`src/hw/sleep_wake_consts.svh`:
```
// register indices, field positions, reset values and counts for the
// sleep entry and wake counter block; definitions only
`ifndef SLEEP_WAKE_CONSTS_SVH
`define SLEEP_WAKE_CONSTS_SVH

// register indices, byte address is four times the index
`define IDX_SLEEP_ACK_WAKE_COUNT 8'h35
`define IDX_RF_MODE_CONTROL      8'h36
`define IDX_SLEEP_CLOCK_SELECT   8'h38
`define IDX_SLEEP_CLOCK_DIVISOR  8'h39
`define IDX_SLEEP_STATUS         8'h3A

// field positions
`define SLEEP_REQUEST_BIT        7
`define WAKE_LOW_MSB             6
`define WAKE_HIGH_MSB            4
`define WAKE_HIGH_LSB            3
`define RF_MODE_LOW_MSB          2
`define SEL_MSB                  7
`define SEL_LSB                  6
`define DIV_MSB                  4

// reset and advisory values
`define WAKE_COUNT_RESET         9'h000
`define WAKE_COUNT_ADVISED       9'h05F
`define RF_MODE_RESET            3'h0
`define SEL_RESET                2'h0
`define DIV_RESET                5'h00

// sleep clock source codes
`define SEL_EXTERNAL             2'h1

`endif

```
`src/hw/sleep_wake_pkg.sv`:
```
// types shared by the sleep entry and wake counter block
package sleep_wake_pkg;

    typedef enum logic [1:0] {
        ST_ACTIVE = 2'b00,
        ST_SLEEP  = 2'b01,
        ST_WARMUP = 2'b10
    } power_state_e;

endpackage

```
`src/hw/sleep_entry_wake_counter.sv`:
```
// sleep entry and main oscillator start-up counter with Avalon-MM registers
// assumes a single-master Avalon-MM bus on ref_clk_i with byte addresses,
// an asynchronous wake pin and two asynchronous slow sleep clock pins
//
// Our own choice: the Avalon-MM slave port.
`timescale 1ns/1ns
`default_nettype none
`include "sleep_wake_consts.svh"

// Functional notes
// - A 9-bit start-up count sets the warm-up time of the 20 MHz oscillator after wake.
// - Count bits 6..0 sit in the sleep/wake register, bits 8..7 in rf_mode_control bits 4..3.
// - One count unit is one period of the slow sleep clock.
// - The count resets to 0x00; software should program 0x05F.
// - The sleep clock period comes from a 2-bit source select and a 5-bit divisor.
module sleep_entry_wake_counter
    import sleep_wake_pkg::*;
#(
    parameter int ADDR_W  = 10,
    parameter int COUNT_W = 9,
    parameter int DIV_W   = 5
) (
    input  wire logic              ref_clk_i,
    input  wire logic              rst_i,
    input  wire logic [ADDR_W-1:0] avs_address_i,
    input  wire logic              avs_read_i,
    input  wire logic              avs_write_i,
    input  wire logic [31:0]       avs_writedata_i,
    input  wire logic [3:0]        avs_byteenable_i,
    output logic      [31:0]       avs_readdata_o,
    output logic                   avs_waitrequest_o,
    input  wire logic              wake_pin_i,
    input  wire logic              sleep_clk_int_i,
    input  wire logic              sleep_clk_ext_i,
    output logic                   sleep_mode_o,
    output logic                   osc_enable_o,
    output logic                   osc_clk_release_o,
    output logic                   core_hold_o
);

    ////////////////////////////////////////////////////////////////////////
    // declarations

    logic [31:0]        rdata_q;
    logic [31:0]        rdata_d;
    logic               wait_q;
    logic               wait_d;
    logic               bus_req;
    logic               bus_commit;
    logic               wr_commit;
    logic [7:0]         word_idx;
    logic [7:0]         wbyte;
    logic [7:0]         rd_byte;

    logic [COUNT_W-1:0] wake_count_q;
    logic [COUNT_W-1:0] wake_count_d;
    logic [2:0]         rf_mode_low_q;
    logic [2:0]         rf_mode_low_d;
    logic [1:0]         clk_sel_q;
    logic [1:0]         clk_sel_d;
    logic [DIV_W-1:0]   clk_div_q;
    logic [DIV_W-1:0]   clk_div_d;
    logic               sleep_req_q;
    logic               sleep_req_d;

    logic [1:0]         wake_sync_q;
    logic [1:0]         wake_sync_d;
    power_state_e       state_q;
    power_state_e       state_d;
    logic [COUNT_W-1:0] warm_cnt_q;
    logic [COUNT_W-1:0] warm_cnt_d;
    logic               sleep_mode_q;
    logic               sleep_mode_d;
    logic               osc_en_q;
    logic               osc_en_d;
    logic               release_q;
    logic               release_d;
    logic               hold_q;
    logic               hold_d;
    logic               sleep_tick;

    ////////////////////////////////////////////////////////////////////////
    // sleep clock tick source

    // free-running divider: the first tick of a warm-up may come early
    sleep_tick_gen #(
        .DIV_W (DIV_W)
    ) u_tick (
        .ref_clk_i (ref_clk_i),
        .rst_i     (rst_i),
        .clk_int_i (sleep_clk_int_i),
        .clk_ext_i (sleep_clk_ext_i),
        .select_i  (clk_sel_q),
        .divisor_i (clk_div_q),
        .tick_o    (sleep_tick)
    );

    ////////////////////////////////////////////////////////////////////////
    // request decode: only byte lane 0 carries a register

    always_comb begin
        bus_req    = avs_read_i || avs_write_i;
        bus_commit = bus_req && !wait_q;
        wr_commit  = bus_commit && avs_write_i && avs_byteenable_i[0];
        word_idx   = avs_address_i[9:2];
        wbyte      = avs_writedata_i[7:0];
    end

    ////////////////////////////////////////////////////////////////////////
    // read data byte, unmapped indices read as zero

    always_comb begin
        rd_byte = 8'h00;
        unique case (word_idx)
            `IDX_SLEEP_ACK_WAKE_COUNT: begin
                // top bit always reads back cleared
                rd_byte[`WAKE_LOW_MSB:0] = wake_count_q[6:0];
            end
            `IDX_RF_MODE_CONTROL: begin
                rd_byte[`WAKE_HIGH_MSB:`WAKE_HIGH_LSB] = wake_count_q[8:7];
                rd_byte[`RF_MODE_LOW_MSB:0] = rf_mode_low_q;
            end
            `IDX_SLEEP_CLOCK_SELECT: begin
                rd_byte[`SEL_MSB:`SEL_LSB] = clk_sel_q;
            end
            `IDX_SLEEP_CLOCK_DIVISOR: begin
                rd_byte[`DIV_MSB:0] = clk_div_q;
            end
            `IDX_SLEEP_STATUS: begin
                rd_byte[1:0] = state_q;
                rd_byte[2]   = release_q;
                rd_byte[3]   = hold_q;
            end
            default: begin
                rd_byte = 8'h00;
            end
        endcase
    end

    ////////////////////////////////////////////////////////////////////////
    // bus slave: one wait cycle, then waitrequest low for exactly one cycle

    always_comb begin
        wait_d  = 1'b1;
        rdata_d = rdata_q;
        if (bus_req && wait_q) begin
            wait_d  = 1'b0;
            rdata_d = 32'h0000_0000;
            if (avs_read_i) begin
                rdata_d[7:0] = rd_byte;
            end
        end
    end

    always_ff @(posedge ref_clk_i or posedge rst_i) begin
        if (rst_i) begin
            wait_q  <= 1'b1;
            rdata_q <= 32'h0000_0000;
        end else begin
            wait_q  <= wait_d;
            rdata_q <= rdata_d;
        end
    end

    assign avs_waitrequest_o = wait_q;
    assign avs_readdata_o    = rdata_q;

    ////////////////////////////////////////////////////////////////////////
    // registers written by software

    always_comb begin
        wake_count_d  = wake_count_q;
        rf_mode_low_d = rf_mode_low_q;
        clk_sel_d     = clk_sel_q;
        clk_div_d     = clk_div_q;
        sleep_req_d   = 1'b0;
        if (wr_commit) begin
            unique case (word_idx)
                `IDX_SLEEP_ACK_WAKE_COUNT: begin
                    wake_count_d[6:0] = wbyte[`WAKE_LOW_MSB:0];
                    sleep_req_d       = wbyte[`SLEEP_REQUEST_BIT];
                end
                `IDX_RF_MODE_CONTROL: begin
                    wake_count_d[8:7] = wbyte[`WAKE_HIGH_MSB:`WAKE_HIGH_LSB];
                    rf_mode_low_d     = wbyte[`RF_MODE_LOW_MSB:0];
                end
                `IDX_SLEEP_CLOCK_SELECT: begin
                    clk_sel_d = wbyte[`SEL_MSB:`SEL_LSB];
                end
                `IDX_SLEEP_CLOCK_DIVISOR: begin
                    clk_div_d = wbyte[`DIV_MSB:0];
                end
                default: begin
                    wake_count_d = wake_count_q;
                end
            endcase
        end
    end

    always_ff @(posedge ref_clk_i or posedge rst_i) begin
        if (rst_i) begin
            wake_count_q  <= `WAKE_COUNT_RESET;
            rf_mode_low_q <= `RF_MODE_RESET;
            clk_sel_q     <= `SEL_RESET;
            clk_div_q     <= `DIV_RESET;
            sleep_req_q   <= 1'b0;
        end else begin
            wake_count_q  <= wake_count_d;
            rf_mode_low_q <= rf_mode_low_d;
            clk_sel_q     <= clk_sel_d;
            clk_div_q     <= clk_div_d;
            sleep_req_q   <= sleep_req_d;
        end
    end

    ////////////////////////////////////////////////////////////////////////
    // wake pin synchroniser

    always_comb begin
        wake_sync_d = {wake_sync_q[0], wake_pin_i};
    end

    always_ff @(posedge ref_clk_i or posedge rst_i) begin
        if (rst_i) begin
            wake_sync_q <= 2'h0;
        end else begin
            wake_sync_q <= wake_sync_d;
        end
    end

    ////////////////////////////////////////////////////////////////////////
    // power state machine and oscillator start-up timer

    always_comb begin
        state_d      = state_q;
        warm_cnt_d   = warm_cnt_q;
        unique case (state_q)
            ST_ACTIVE: begin
                if (sleep_req_q) begin
                    state_d = ST_SLEEP;
                end
            end
            ST_SLEEP: begin
                if (wake_sync_q[1]) begin
                    state_d    = ST_WARMUP;
                    warm_cnt_d = '0;
                end
            end
            ST_WARMUP: begin
                // count is read live: a rewrite during warm-up applies at once
                if (warm_cnt_q >= wake_count_q) begin
                    state_d = ST_ACTIVE;
                end else if (sleep_tick) begin
                    warm_cnt_d = warm_cnt_q + COUNT_W'(1);
                end
            end
            default: begin
                state_d = ST_ACTIVE;
            end
        endcase
        // safe default: oscillator off, core held
        sleep_mode_d = 1'b0;
        osc_en_d     = 1'b0;
        release_d    = 1'b0;
        hold_d       = 1'b1;
        unique case (state_d)
            ST_ACTIVE: begin
                osc_en_d  = 1'b1;
                release_d = 1'b1;
                hold_d    = 1'b0;
            end
            ST_SLEEP: begin
                sleep_mode_d = 1'b1;
            end
            ST_WARMUP: begin
                osc_en_d = 1'b1;
            end
        endcase
    end

    always_ff @(posedge ref_clk_i or posedge rst_i) begin
        if (rst_i) begin
            state_q      <= ST_ACTIVE;
            warm_cnt_q   <= '0;
            sleep_mode_q <= 1'b0;
            osc_en_q     <= 1'b1;
            release_q    <= 1'b1;
            hold_q       <= 1'b0;
        end else begin
            state_q      <= state_d;
            warm_cnt_q   <= warm_cnt_d;
            sleep_mode_q <= sleep_mode_d;
            osc_en_q     <= osc_en_d;
            release_q    <= release_d;
            hold_q       <= hold_d;
        end
    end

    assign sleep_mode_o      = sleep_mode_q;
    assign osc_enable_o      = osc_en_q;
    assign osc_clk_release_o = release_q;
    assign core_hold_o       = hold_q;

endmodule
`default_nettype wire

```
`src/hw/sleep_tick_gen.sv`:
```
// sleep clock tick generator: picks one of two slow clock pins, divides it
// assumes both pins are asynchronous to ref_clk_i and far slower than it
`timescale 1ns/1ns
`default_nettype none
`include "sleep_wake_consts.svh"

module sleep_tick_gen #(
    parameter int DIV_W = 5
) (
    input  wire logic             ref_clk_i,
    input  wire logic             rst_i,
    input  wire logic             clk_int_i,
    input  wire logic             clk_ext_i,
    input  wire logic [1:0]       select_i,
    input  wire logic [DIV_W-1:0] divisor_i,
    output logic                  tick_o
);

    logic [1:0]       int_sync_q;
    logic [1:0]       ext_sync_q;
    logic             src_prev_q;
    logic             src_prev_d;
    logic [DIV_W-1:0] div_cnt_q;
    logic [DIV_W-1:0] div_cnt_d;
    logic             tick_q;
    logic             tick_d;
    logic             src_now;
    logic [DIV_W-1:0] div_limit;

    ////////////////////////////////////////////////////////////////////////
    // two-stage synchronisers, second stage is the only reader of the first
    always_ff @(posedge ref_clk_i or posedge rst_i) begin
        if (rst_i) begin
            int_sync_q <= 2'h0;
            ext_sync_q <= 2'h0;
        end else begin
            int_sync_q <= {int_sync_q[0], clk_int_i};
            ext_sync_q <= {ext_sync_q[0], clk_ext_i};
        end
    end

    ////////////////////////////////////////////////////////////////////////
    // one tick per divisor rising source edges, divisor 0 acts as 1
    always_comb begin
        src_now    = (select_i == `SEL_EXTERNAL) ? ext_sync_q[1] : int_sync_q[1];
        div_limit  = (divisor_i == '0) ? DIV_W'(1) : divisor_i;
        src_prev_d = src_now;
        div_cnt_d  = div_cnt_q;
        tick_d     = 1'b0;
        if (src_now && !src_prev_q) begin
            if (div_cnt_q + DIV_W'(1) >= div_limit) begin
                div_cnt_d = '0;
                tick_d    = 1'b1;
            end else begin
                div_cnt_d = div_cnt_q + DIV_W'(1);
            end
        end
    end

    always_ff @(posedge ref_clk_i or posedge rst_i) begin
        if (rst_i) begin
            src_prev_q <= 1'b0;
            div_cnt_q  <= '0;
            tick_q     <= 1'b0;
        end else begin
            src_prev_q <= src_prev_d;
            div_cnt_q  <= div_cnt_d;
            tick_q     <= tick_d;
        end
    end

    assign tick_o = tick_q;

endmodule
`default_nettype wire

```
`config.mk`:
```
export PLATFORM = sky130hd
export DESIGN_NAME = sleep_entry_wake_counter
export DESIGN_NICKNAME = d
export VERILOG_FILES = /design/src/hw/sleep_wake_pkg.sv /design/src/hw/sleep_entry_wake_counter.sv /design/src/hw/sleep_tick_gen.sv
export VERILOG_INCLUDE_DIRS = /design/src /design/src/hw
export SDC_FILE = /design/constraint.sdc
export NUM_CORES = 1
export LEC_CHECK = 0
export ABC_AREA = 1
export BUFFER_PORTS_ARGS = -buffer_cell sky130_fd_sc_hd__buf_4
export CORE_UTILIZATION = 30
export DETAILED_ROUTE_END_ITERATION = 7
export GPL_TIMING_DRIVEN = 0
export PLACE_DENSITY = 0.5
export SLEW_MARGIN = 20
export SYNTH_ARGS = -nofsm -noshare
export SYNTH_HDL_FRONTEND = slang
export SYNTH_HIERARCHICAL = 1
export SYNTH_SLANG_ARGS = --single-unit
```
`constraint.sdc`:
```
create_clock -name ref_clk_i -period 5.12 [get_ports ref_clk_i]
set_clock_uncertainty 0.1 [all_clocks]
set_input_delay 1.536 -clock ref_clk_i [delete_from_list [all_inputs] [get_ports ref_clk_i]]
set_output_delay 1.536 -clock ref_clk_i [all_outputs]
set_load 0.05 [all_outputs]
```
Word level (Yosys, flattened, before mapping):

Cells that the tools add are included.

* register bits after elaboration: 57

* $add $sub $neg: 2
* $lt $le $gt $ge: 2
* eq/ne operators: 13
* multiplexer cells: 26
* reduce and logical (&&, ||, !) cells: 18

Operators with widths (count)
* equality test 8 x 6 -> 1 bit (second input constant): 5
* two-way mux 9 bit: 3
* case mux 9 bit (2 select lines): 1
* case mux 4 bit (4 select lines): 1
* two-way mux 1 bit: 12
* two-way mux 5 bit: 2
* adder 9 x 1 -> 9 bit (second input constant): 1
* greater-or-equal comparator 9 bit: 1
* two-way mux 8 bit: 1
* AND reduction 2 bit: 4
* equality test 2 x 1 -> 1 bit (second input constant): 3
* two-way mux 2 bit: 3
* case mux 2 bit (3 select lines): 1
* adder 5 x 1 -> 5 bit (second input constant): 1
* greater-or-equal comparator 5 bit: 1
* logical AND 1 bit: 5
* zero test 5 bit: 1
* equality test 2 bit (second input constant): 2
* zero test 2 bit: 2
* inequality test 2 bit (second input constant): 2
* AND reduction 4 bit: 1
* case mux 1 bit (3 select lines): 1
* zero test 1 bit: 2
* inequality test 2 x 1 -> 1 bit (second input constant): 1
* other kinds (4): 4

Depth between registers and ports, before layout:

Gate-level depths: netlist of run 1.

* depth after elaboration: 6
* gate-level depth with buffers: 12

Modules after synthesis:

The synthesis of run 1 kept the hierarchy.

Modules (own cells, without submodules)
* sleep_entry_wake_counter: instances 1, cells each 337, area each 2692.6 µm²
* sleep_tick_gen: instances 1, cells each 72, area each 609.3 µm²

Least setup slack after synthesis of run 1:

No wires, ideal clock.

* kind: in2reg
* start: in avs_address_i[9]
* end: reg wake_count_q[0]
* arrival: 2328 ps
* required time: 4902 ps
* setup slack: 2574 ps
* cell stages on the path: 7
* path buffers: 1
* path through: nor2_1 -> nand3_2 -> nor3_4 -> nand2_4 -> buf_6 -> nand2_2 -> o21ai_2

* longest elaborated chain between the ends: 2

RTL lines
* from (decl): RTL line sleep_entry_wake_counter.sv:25 `input wire logic [ADDR_W-1:0] avs_address_i,`
* equality test 8 x 6 -> 1 bit: RTL line sleep_entry_wake_counter.sv:178 `unique case (word_idx)`
* AND reduction 2 bit (no source line)
* to (signal assigned): RTL line sleep_entry_wake_counter.sv:202 `` wake_count_q <= `WAKE_COUNT_RESET; ``
* to (signal assigned): RTL line sleep_entry_wake_counter.sv:208 `wake_count_q <= wake_count_d;`
* to (decl): RTL line sleep_entry_wake_counter.sv:55 `logic [COUNT_W-1:0] wake_count_q;`

No other way between the ends.
A chain may end at the register's enable or synchronous reset.

Worst setup path in the final report of run 1:

* start: reg release_q (netlist: osc_clk_release_o)
* end: out osc_clk_release_o

RTL lines
* from (decl): RTL line sleep_entry_wake_counter.sv:76 `logic release_q;`
* from (signal assigned): RTL line sleep_entry_wake_counter.sv:294 `release_q <= release_d;`
* to (decl): RTL line sleep_entry_wake_counter.sv:37 `output logic osc_clk_release_o,`

No word-level cell between the ends.

==> flow_summary.yaml, run 1 <==
run_status:
  outcome: "completed"
yosys:
  syn_area_um2: 3300
  yosysSeqAreaShare_pct: 43.3
  synth_flop_cell: "dfrtp_1"
  synth.distinct_cells: 37
  synth-seq-cells: 57
  synth_edf_count: 0
  synthCells: 409
  synthTopCellsByCount: "nand2_1, dfrtp_1, inv_1, nand3_1, buf_4"
  synth.avg_cell_area_um2: 8.07
  synth_most_common_cell: "nand2_1"
  synthAdderAreaFrac_pct: 6.06
  yosys.area_share.simple_pct: 30.2
  yosysTopAreaCellShare_pct: 40.9
  synth.area.top_cells: "dfrtp_1, nand2_1, nand3_1"
  synth-compound-area-share_pct: 6.78
  muxShareOfSynthArea_pct: 0
  synthArstFlopShare_pct: 100
  synth_top_family_by_area: "simple AND/OR/NAND/NOR gates"
  synth_area_leader_cell: "dfrtp_1"
  yosys.area_share.xor_xnor_pct: 0.758
  yosys_warnings: 6
setup_path:
  path_buf_inv: 1
  critical_path_depth: 1
  worstReg2RegStart: "u_tick/div_cnt_q[0]$_DFFE_PP0P_"
  crit_path_cell_trace: "buf_4"
  crit_family: "flip-flops"
  critPathMaxStageDelay_ns: 0.56
  crit_fanout: 2
  cp-endpoint: "osc_clk_release_o"
  rrSetupSlack_ns: 3.16
  critPathCaptureType: "primary output"
  cp-start-kind: "register"
  critPathLaunch: "osc_clk_release_o$_DFF_PP1_"
  worst_r2r_endpoint: "u_tick/div_cnt_q[4]$_DFFE_PP0P_"
  crit_slowest_cell: "dfstp_2"
  ff2ff_path_depth: 9
  worst_ep_required_time_ns: 3.48
  path_class: "reg -> out"
  cp.arrival_ns: 1.09
pwr:
  p_int_uw: 785
  pwr-share-comb_pct: 15.9
  power.share.switching_pct: 27.6
  switchingPower_uw: 299
  power_leakage_uw: 0.00214
  power.share.sequential_pct: 43.8
  vdd.ir_drop.worst_v: 0.000120
  clockPowerShare_pct: 40.2
  p_per_area_nw_per_um2: 267
final_layout:
  fin_cells: 621
  n_antenna_cell: 0
  layout.nets: 549
  drive_gt1_share_pct: 23.5
  fill_cells: 1101
  area_growth_pct: 22.8
die:
  die_x_um: 107
  row_count: 37
  io_pins: 90
  dieArea_um2: 11400
  chipHeight_um: 107
  coreArea_um2: 10500
  start_util_pct: 31.4
place:
  gp_congestion: 0.771
  placement.io_buffers: 36
  place_inst: 605
  dpl.hpwl_mm: 5.55
global_route:
  antenna_found_initial: 0
  grt_usage_pct: 13.8
  grt_pass1_wl_mm: 12.1
  grt_pass1_vias: 2566
  grt_remaining_overflow: 0
  grt_max_degree: 32
sta:
  final-hold-violation-count: 0
  finalCriticalPeriod_ns: 2.72
  worst_pin_slew_ns: 0.571
  relSlewSlack_pct: 61.9
  period_share_pct: 53.2
  fmax_mhz: 367
  setup_viol: 0
  rsz0062_at_grt: "no"
  setup-tns-final_ns: 0
  slew_viol_final: 0
clocking:
  htree_num_levels: 3
  cts_tree: "built"
  post_cts_resized: 0
  hold_buffers: 0
  cts_root_buf: "clkbuf_8"
  clockBufferDepth: 2
  insertion_delay_ns: 0.33
  clk_pin_slew_ns: 0.06
  cts.sinks: 57
  cts_buffers: 9
  post_cts_buffers: 0
hold_path:
  hp-class: "reg -> reg"
route:
  routed_wl_mm: 7.13
  firstDrtPassIters: 4
  route.detailed.drc: 0
  drtAntennaViolNets: 0
  via_per_inst: 4.29
  wl_met1_mm: 3.36
  routedWlPerCell_um: 11.5
  wl_met2_mm: 3.43
  via_count: 2662
  drt_iter0_markers: 84
  routed-wl-met3_um: 247
  top_layer: "met4"
flow_run:
  cap_violations: 0
-- power groups by stage --
stage / registers, uW / clock network, uW / logic [uW]
floorplan: 484 / 0 / 132
global route: 477 / 472 / 194
finish: 475 / 436 / 173
global placement: 483 / 0 / 171
detailed placement: 483 / 0 / 175
CTS: 475 / 451 / 175
-- per-stage QoR --
stage          power (uW)  hold slack [ns]  util [%]  worst slack [ns]  cell area, um^2
6_report             1080            0.247      38.6              2.40             4060
3_3_place_gp          654            0.232      36.4              1.66             3830
3_5_place_dp          658            0.236      36.6              2.30             3850
5_1_grt              1140            0.254      38.6              2.35             4060
2_1_floorplan         616            0.231         -              2.40             3390
4_1_cts              1100            0.250      38.6              2.38             4060
-- routing by layer --
metal | global-route usage [%] | up-vias
li1 | - | 1403
met1 | 17.6 | 1206
met2 | 22.7 | 45
met3 | 2.19 | 8
met4 | 6.46 | 0
met5 | 0 | -
-- state kept, by name, indices dropped and copies added, names as in the netlist, 2 cells and up --
name / count
avs_readdata_o: 8
clk_sel_q: 2
u_tick/div_cnt_q: 5
wake_count_q: 9
wake_sync_q: 2
u_tick/int_sync_q: 2
warm_cnt_q: 9
state_q: 2
rf_mode_low_q: 3
u_tick/ext_sync_q: 2
clk_div_q: 5
-- logic make-up (layout without fill, tap and decap cells) --
logic type | Yosys count | in the layout
flip-flops | 57 | 57
AO/OA/AOI/OAI | 37 | 37
other | 1 | 24
buffers and inverters | 85 | 138
XOR/XNOR | 2 | 2
AND/OR/NAND/NOR | 211 | 211
adder cells (fa/ha/maj) | 16 | 16
-- cells in the final DEF (no fill, tap or decap), types with 2 or more instances in the layout --
cell,instances
inv_1,53
nor2_2,5
conb_1,24
buf_4,61
inv_2,3
nor2_4,2
or2_1,2
dfrtp_1,54
nand2_2,4
ha_1,16
o21ai_1,15
nand2_4,2
a21oi_1,10
clkbuf_1,4
nor2_1,19
clkbuf_8,12
nand3_2,4
nand3_1,47
nand4_1,5
nand2_1,111
nor3_1,4
o21ai_0,2
o21ai_2,6
dfstp_2,3
-- how the worst min path moves through the flow --
stage,startpoint,endpoint,slack [ns],cells after the start
6_report,u_tick/int_sync_q[0]$_DFF_PP0_,u_tick/int_sync_q[1]$_DFF_PP0_,0.25,0
5_1_grt,u_tick/ext_sync_q[0]$_DFF_PP0_,u_tick/ext_sync_q[1]$_DFF_PP0_,0.25,0
4_1_cts,wake_sync_q[0]$_DFF_PP0_,wake_sync_q[1]$_DFF_PP0_,0.25,0
3_5_place_dp,u_tick/int_sync_q[0]$_DFF_PP0_,u_tick/int_sync_q[1]$_DFF_PP0_,0.24,0
3_3_place_gp,u_tick/int_sync_q[0]$_DFF_PP0_,u_tick/int_sync_q[1]$_DFF_PP0_,0.23,0
2_1_floorplan,u_tick/ext_sync_q[0]$_DFF_PP0_,u_tick/ext_sync_q[1]$_DFF_PP0_,0.23,0
-- cell type report --
type | count | area (um^2) | area share [%]
multi-input cells | 290 | 1540 | 37.9
clock inverters | 2 | 35.0 | 0.864
well taps | 136 | 170 | 4.19
inverters | 56 | 210 | 5.18
clock buffers | 14 | 173 | 4.26
repair buffers | 37 | 290 | 7.16
plain buffers | 29 | 211 | 5.21
flip-flops and latches | 57 | 1430 | 35.3
No activity file was read; power rests on OpenSTA's default activity.
==> run 2, diff against run 1 <==
--- a/config.mk
+++ b/config.mk
@@ -6,7 +6,7 @@
 export SDC_FILE = /design/constraint.sdc
 export NUM_CORES = 1
 export LEC_CHECK = 0
-export ABC_AREA = 1
+export ABC_AREA = 0
 export BUFFER_PORTS_ARGS = -buffer_cell sky130_fd_sc_hd__buf_4
 export CORE_UTILIZATION = 30
 export DETAILED_ROUTE_END_ITERATION = 7
==> constraint.sdc (replaced) <==
create_clock -name ref_clk_i -period 2.55 [get_ports ref_clk_i]
set_clock_uncertainty 0.1 [all_clocks]
set_input_delay 0.765 -clock ref_clk_i [delete_from_list [all_inputs] [get_ports ref_clk_i]]
set_output_delay 0.765 -clock ref_clk_i [all_outputs]
set_load 0.05 [all_outputs]
==> flow_summary.yaml, run 2 <==
sta:
  period_share_pct: 93.1
  worst_pin_slew_ns: 0.676
  fmax_mhz: 421
  finalCriticalPeriod_ns: 2.37
  rsz0062_at_grt: "no"
  setup-tns-final_ns: 0
  final-hold-violation-count: 0
  slew_viol_final: 0
  relSlewSlack_pct: 53.7
  setup_viol: 0
yosys:
  synth_most_common_cell: "dfrtp_1"
  syn_area_um2: 3150
  yosysTopAreaCellShare_pct: 42.8
  synth_area_leader_cell: "dfrtp_1"
  synthArstFlopShare_pct: 100
  yosysSeqAreaShare_pct: 45.3
  synth.area.top_cells: "dfrtp_1, ha_1, buf_4"
  synthCells: 289
  synthTopCellsByCount: "dfrtp_1, inv_1, buf_4, nand2_1, ha_1"
  synth_edf_count: 0
  synth.distinct_cells: 58
  synth_flop_cell: "dfrtp_1"
  synth-seq-cells: 57
  synth.avg_cell_area_um2: 10.9
  yosys_warnings: 6
clocking:
  cts.sinks: 57
  clk_pin_slew_ns: 0.07
  cts_buffers: 9
  post_cts_resized: 0
  post_cts_buffers: 0
  cts_root_buf: "clkbuf_8"
  htree_num_levels: 3
  cts_tree: "built"
  clockBufferDepth: 2
  insertion_delay_ns: 0.33
  hold_buffers: 0
setup_path:
  cp.arrival_ns: 2.54
  crit_family: "compound AO/OA/AOI/OAI gates"
  critPathMaxStageDelay_ns: 0.47
  crit_slowest_cell: "a2111o_1"
  crit_fanout: 4
  worst_ep_required_time_ns: 2.72
  crit_path_cell_trace: "inv_1 > a41o_1 > ha_1 > nand2b_1 > a2111o_1 > a211oi_1 > a22o_1"
  path_class: "reg -> reg"
  path_buf_inv: 1
  critPathCaptureType: "register"
  cp-start-kind: "register"
route:
  via_per_inst: 4.56
  drtAntennaViolNets: 0
  routed_wl_mm: 6.81
  via_count: 2283
  firstDrtPassIters: 6
  drt_iter0_markers: 65
  route.detailed.drc: 0
  routedWlPerCell_um: 13.6
final_layout:
  n_antenna_cell: 0
  utilization_pct: 38.1
  final_cell_mix: "buf_4, dfrtp_1, inv_1"
  area_growth_pct: 24.2
  layout.nets: 429
  drive_gt1_share_pct: 30.4
  fin_cells: 501
  layout_commonest_cell: "buf_4"
pwr:
  power.total_uw: 2420
  power_leakage_uw: 0.00195
  p_per_area_nw_per_um2: 617
  vdd.ir_drop.worst_v: 0.000285
global_route:
  grt_pass1_wl_mm: 11.9
  grt_remaining_overflow: 0
  grt_max_degree: 34
  grt_usage_pct: 14.0
  antenna_found_initial: 0
  grt_pass1_vias: 2358
place:
  dpl.hpwl_mm: 5.16
  place_inst: 485
  gp_congestion: 0.814
  placement.io_buffers: 36
die:
  coreArea_um2: 10300
  dieArea_um2: 10900
  io_pins: 90
  row_count: 37
  die_x_um: 105
  chipHeight_um: 105
  start_util_pct: 30.7
hold_path:
  hp-class: "reg -> reg"
flow_run:
  cap_violations: 0
run_status:
  outcome: "completed"
## run 2: final timing paths
check | slack [ns] | cells past startpoint | startpoint | end
setup / recovery | 0.18 | 7 | clk_div_q[3]$_DFFE_PP0P_ | u_tick/div_cnt_q[1]$_DFFE_PP0P_
setup reg to reg | 0.18 | 7 | clk_div_q[3]$_DFFE_PP0P_ | u_tick/div_cnt_q[1]$_DFFE_PP0P_
min in group asynchronous | 0.30 | 2 | rst_i | clk_sel_q[1]$_DFFE_PP0P_
hold / removal | 0.25 | 0 | u_tick/int_sync_q[0]$_DFF_PP0_ | u_tick/int_sync_q[1]$_DFF_PP0_
max in group asynchronous | 1.48 | 3 | rst_i | osc_clk_release_o$_DFF_PP1_
hold reg to reg | 0.25 | 0 | u_tick/int_sync_q[0]$_DFF_PP0_ | u_tick/int_sync_q[1]$_DFF_PP0_
## run 2: layout make-up
type	count	area [um^2]
Buffer	26	188
Clock buffer	14	183
Clock inverter	2	35.0
Fill cell	1029	6360
Inverter	29	109
Multi-Input combinational cell	200	1510
Sequential cell	57	1430
Tap cell	136	170
Timing Repair Buffer	37	290
## run 2: report_power, final
group	total [uW]	internal, uW	switching (uW)
logic	501	211	290
registers	1010	957	51.0
clock network	910	557	353
## run 2: metal layers
metal / routed length (um) / track usage (%)
met5: 0 / 0
met4: 187 / 6.73
met3: 292 / 3.43
met2: 2980 / 21.1
met1: 3350 / 18.8
## run 2: logic make-up after synthesis
group	share of synthesized area, %
buf+inv	9.40
flops	45.3
simple gates	15.4
mux	7.77
other cells	0.119
xor+xnor	0.833
compound gates	14.8
fa+ha+maj	6.35
## run 2: per-stage QoR
step	hold WS (ns)	cell area, um^2	worst slack [ns]
2_1_floorplan	0.231	3240	0.317
3_3_place_gp	0.233	3680	-0.163
3_5_place_dp	0.235	3700	0.0646
4_1_cts	0.251	3920	0.171
5_1_grt	0.268	3920	0.0450
6_report	0.249	3920	0.177
==> run 3, diff against run 2 <==
--- a/config.mk
+++ b/config.mk
@@ -8,11 +8,12 @@
 export LEC_CHECK = 0
 export ABC_AREA = 0
 export BUFFER_PORTS_ARGS = -buffer_cell sky130_fd_sc_hd__buf_4
+export CELL_PAD_IN_SITES_DETAIL_PLACEMENT = 1
+export CELL_PAD_IN_SITES_GLOBAL_PLACEMENT = 1
 export CORE_UTILIZATION = 30
 export DETAILED_ROUTE_END_ITERATION = 7
 export GPL_TIMING_DRIVEN = 0
-export PLACE_DENSITY = 0.5
-export SLEW_MARGIN = 20
+export PLACE_DENSITY = 0.62
 export SYNTH_ARGS = -nofsm -noshare
 export SYNTH_HDL_FRONTEND = slang
 export SYNTH_HIERARCHICAL = 1
==> flow_summary.yaml, run 3 (same netlist as run 2, synthesis figures left out) <==
sta:
  period_share_pct: 90.3
  final-hold-violation-count: 0
  relSlewSlack_pct: 49.6
  fmax_mhz: 434
  slew_viol_final: 0
  worst_pin_slew_ns: 0.735
  finalCriticalPeriod_ns: 2.30
  whs_ns: 0.251
  setup-tns-final_ns: 0
  setup_viol: 0
  rsz0062_at_grt: "no"
setup_path:
  critPathCaptureType: "register"
  path_class: "reg -> reg"
  worst_ep_required_time_ns: 2.69
  cp-start-kind: "register"
  crit_slowest_cell: "dfrtp_1"
  critPathMaxStageDelay_ns: 0.44
  crit_fanout: 5
  crit_path_cell_trace: "ha_1 > xor2_1 > ha_1 > o21a_1 > o21a_1 > a211o_1 > o311ai_2"
  cp.arrival_ns: 2.45
final_layout:
  layout.nets: 429
  n_antenna_cell: 0
  area_growth_pct: 24.7
  ff_latch_area_um2: 1430
  multi_input_area_um2: 1520
  final_cell_mix: "buf_4, dfrtp_1, inv_1"
  fill_cells: 1175
  drive_gt1_share_pct: 31.0
  final_area_um2: 3930
  utilization_pct: 38.3
  layout_commonest_cell: "buf_4"
global_route:
  grt_remaining_overflow: 0
  grt_pass1_vias: 2375
  grt_usage_pct: 14.5
  grt_pass1_wl_mm: 12.2
  antenna_found_initial: 0
  grt_max_degree: 35
clocking:
  hold_buffers: 0
  cts_tree: "built"
  cts_buffers: 9
  insertion_delay_ns: 0.34
  htree_num_levels: 3
  clk_pin_slew_ns: 0.07
  clockBufferDepth: 2
  cts.sinks: 57
  cts_root_buf: "clkbuf_8"
pwr:
  vdd.ir_drop.worst_v: 0.000329
  power.total_uw: 2480
  switchingPower_uw: 736
  power_leakage_uw: 0.00195
  power.share.sequential_pct: 40.7
  p_int_uw: 1750
  pwr-share-comb_pct: 20.0
  clockPowerShare_pct: 39.3
  power.share.switching_pct: 29.7
  p_per_area_nw_per_um2: 631
route:
  top_layer: "met4"
  firstDrtPassIters: 6
  wl_met2_mm: 3.33
  wl_met1_mm: 3.61
  route.detailed.drc: 2
  via_count: 2312
  routedWlPerCell_um: 14.5
  drtAntennaViolNets: 0
  drt_iter0_markers: 97
  routed_wl_mm: 7.29
  via_per_inst: 4.61
  routed-wl-met3_um: 216
hold_path:
  hp-class: "reg -> reg"
die:
  row_count: 37
  start_util_pct: 30.7
  die_x_um: 105
  chipHeight_um: 105
  dieArea_um2: 10900
  coreArea_um2: 10300
  io_pins: 90
place:
  dpl.hpwl_mm: 5.60
  placement.io_buffers: 36
  dpl_cell_area_um2: 3700
  gp_congestion: 0.774
flow_run:
  cap_violations: 0
run_status:
  failed_checks: "DRC"
  outcome: "finished, violations left"
[run 3: cell count changes in the layout (fill, tap and decap cells not counted)]
| cell | change |
|---|---|
| clkbuf_8 | -3 |
| a211oi_1 | -1 |
| a211oi_2 | +1 |
| bufinv_16 | +1 |
| clkbuf_1 | -1 |
| clkinv_4 | +1 |
| clkinvlp_4 | +1 |
| inv_6 | +1 |
[run 3: stage by stage]
stage | instances | worst slack (ns)
floorplan | 312 | 0.317
global placement | 484 | -0.113
detailed placement | 485 | 0.0578
CTS | 501 | 0.168
global route | 501 | 0.109
finish | 501 | 0.246
[run 3: path summary, 6_finish.rpt]
| kind | start | endpoint | slack [ns] | cells past startpoint |
|---|---|---|---|---|
| min in group asynchronous | rst_i | clk_sel_q[1]$_DFFE_PP0P_ | 0.27 | 2 |
| max in group asynchronous | rst_i | osc_enable_o$_DFF_PP1_ | 1.52 | 3 |
| max reg2reg | u_tick/div_cnt_q[0]$_DFFE_PP0P_ | u_tick/div_cnt_q[2]$_DFFE_PP0P_ | 0.25 | 7 |
| min reg2reg | u_tick/int_sync_q[0]$_DFF_PP0_ | u_tick/int_sync_q[1]$_DFF_PP0_ | 0.25 | 0 |
| min | u_tick/int_sync_q[0]$_DFF_PP0_ | u_tick/int_sync_q[1]$_DFF_PP0_ | 0.25 | 0 |
| max | u_tick/div_cnt_q[0]$_DFFE_PP0P_ | u_tick/div_cnt_q[2]$_DFFE_PP0P_ | 0.25 | 7 |
[run 3: layout make-up]
class	count	share of cell area (%)
plain buffers	26	4.77
clock buffers	10	3.50
clock inverters	6	2.29
inverters	29	2.77
multi-input cells	200	38.6
flip-flops and latches	57	36.4
well taps	136	4.33
repair buffers	37	7.38
[run 3: power by group through the flow]
stage | Combinational [uW] | Clock (uW) | Sequential (uW)
2_1_floorplan | 378 | 0 | 1020
3_3_place_gp | 479 | 0 | 1020
3_5_place_dp | 497 | 0 | 1030
4_1_cts | 499 | 1010 | 1010
5_1_grt | 550 | 1040 | 1020
6_report | 497 | 975 | 1010
[run 3: per-layer routing]
metal  GRT usage (%)  vias up
met5               0        -
met4            6.63        0
met3            2.87       14
met2            21.9       46
met1            19.8     1124
li1                -     1128
[run 3: timing repair]
item	in CTS	in global routing
setup buffers	0	0
resized for setup	0	1
setup endpoints to repair	0	1
[run 3: worst max-delay path: cells and delay by family (launching register included)]
family	cells	cell delay (ns)
DFF	1	0.44
adders and majority gates	2	0.56
xor gates and xnor gates	1	0.16
AOI/OAI and AO/OA	4	0.94
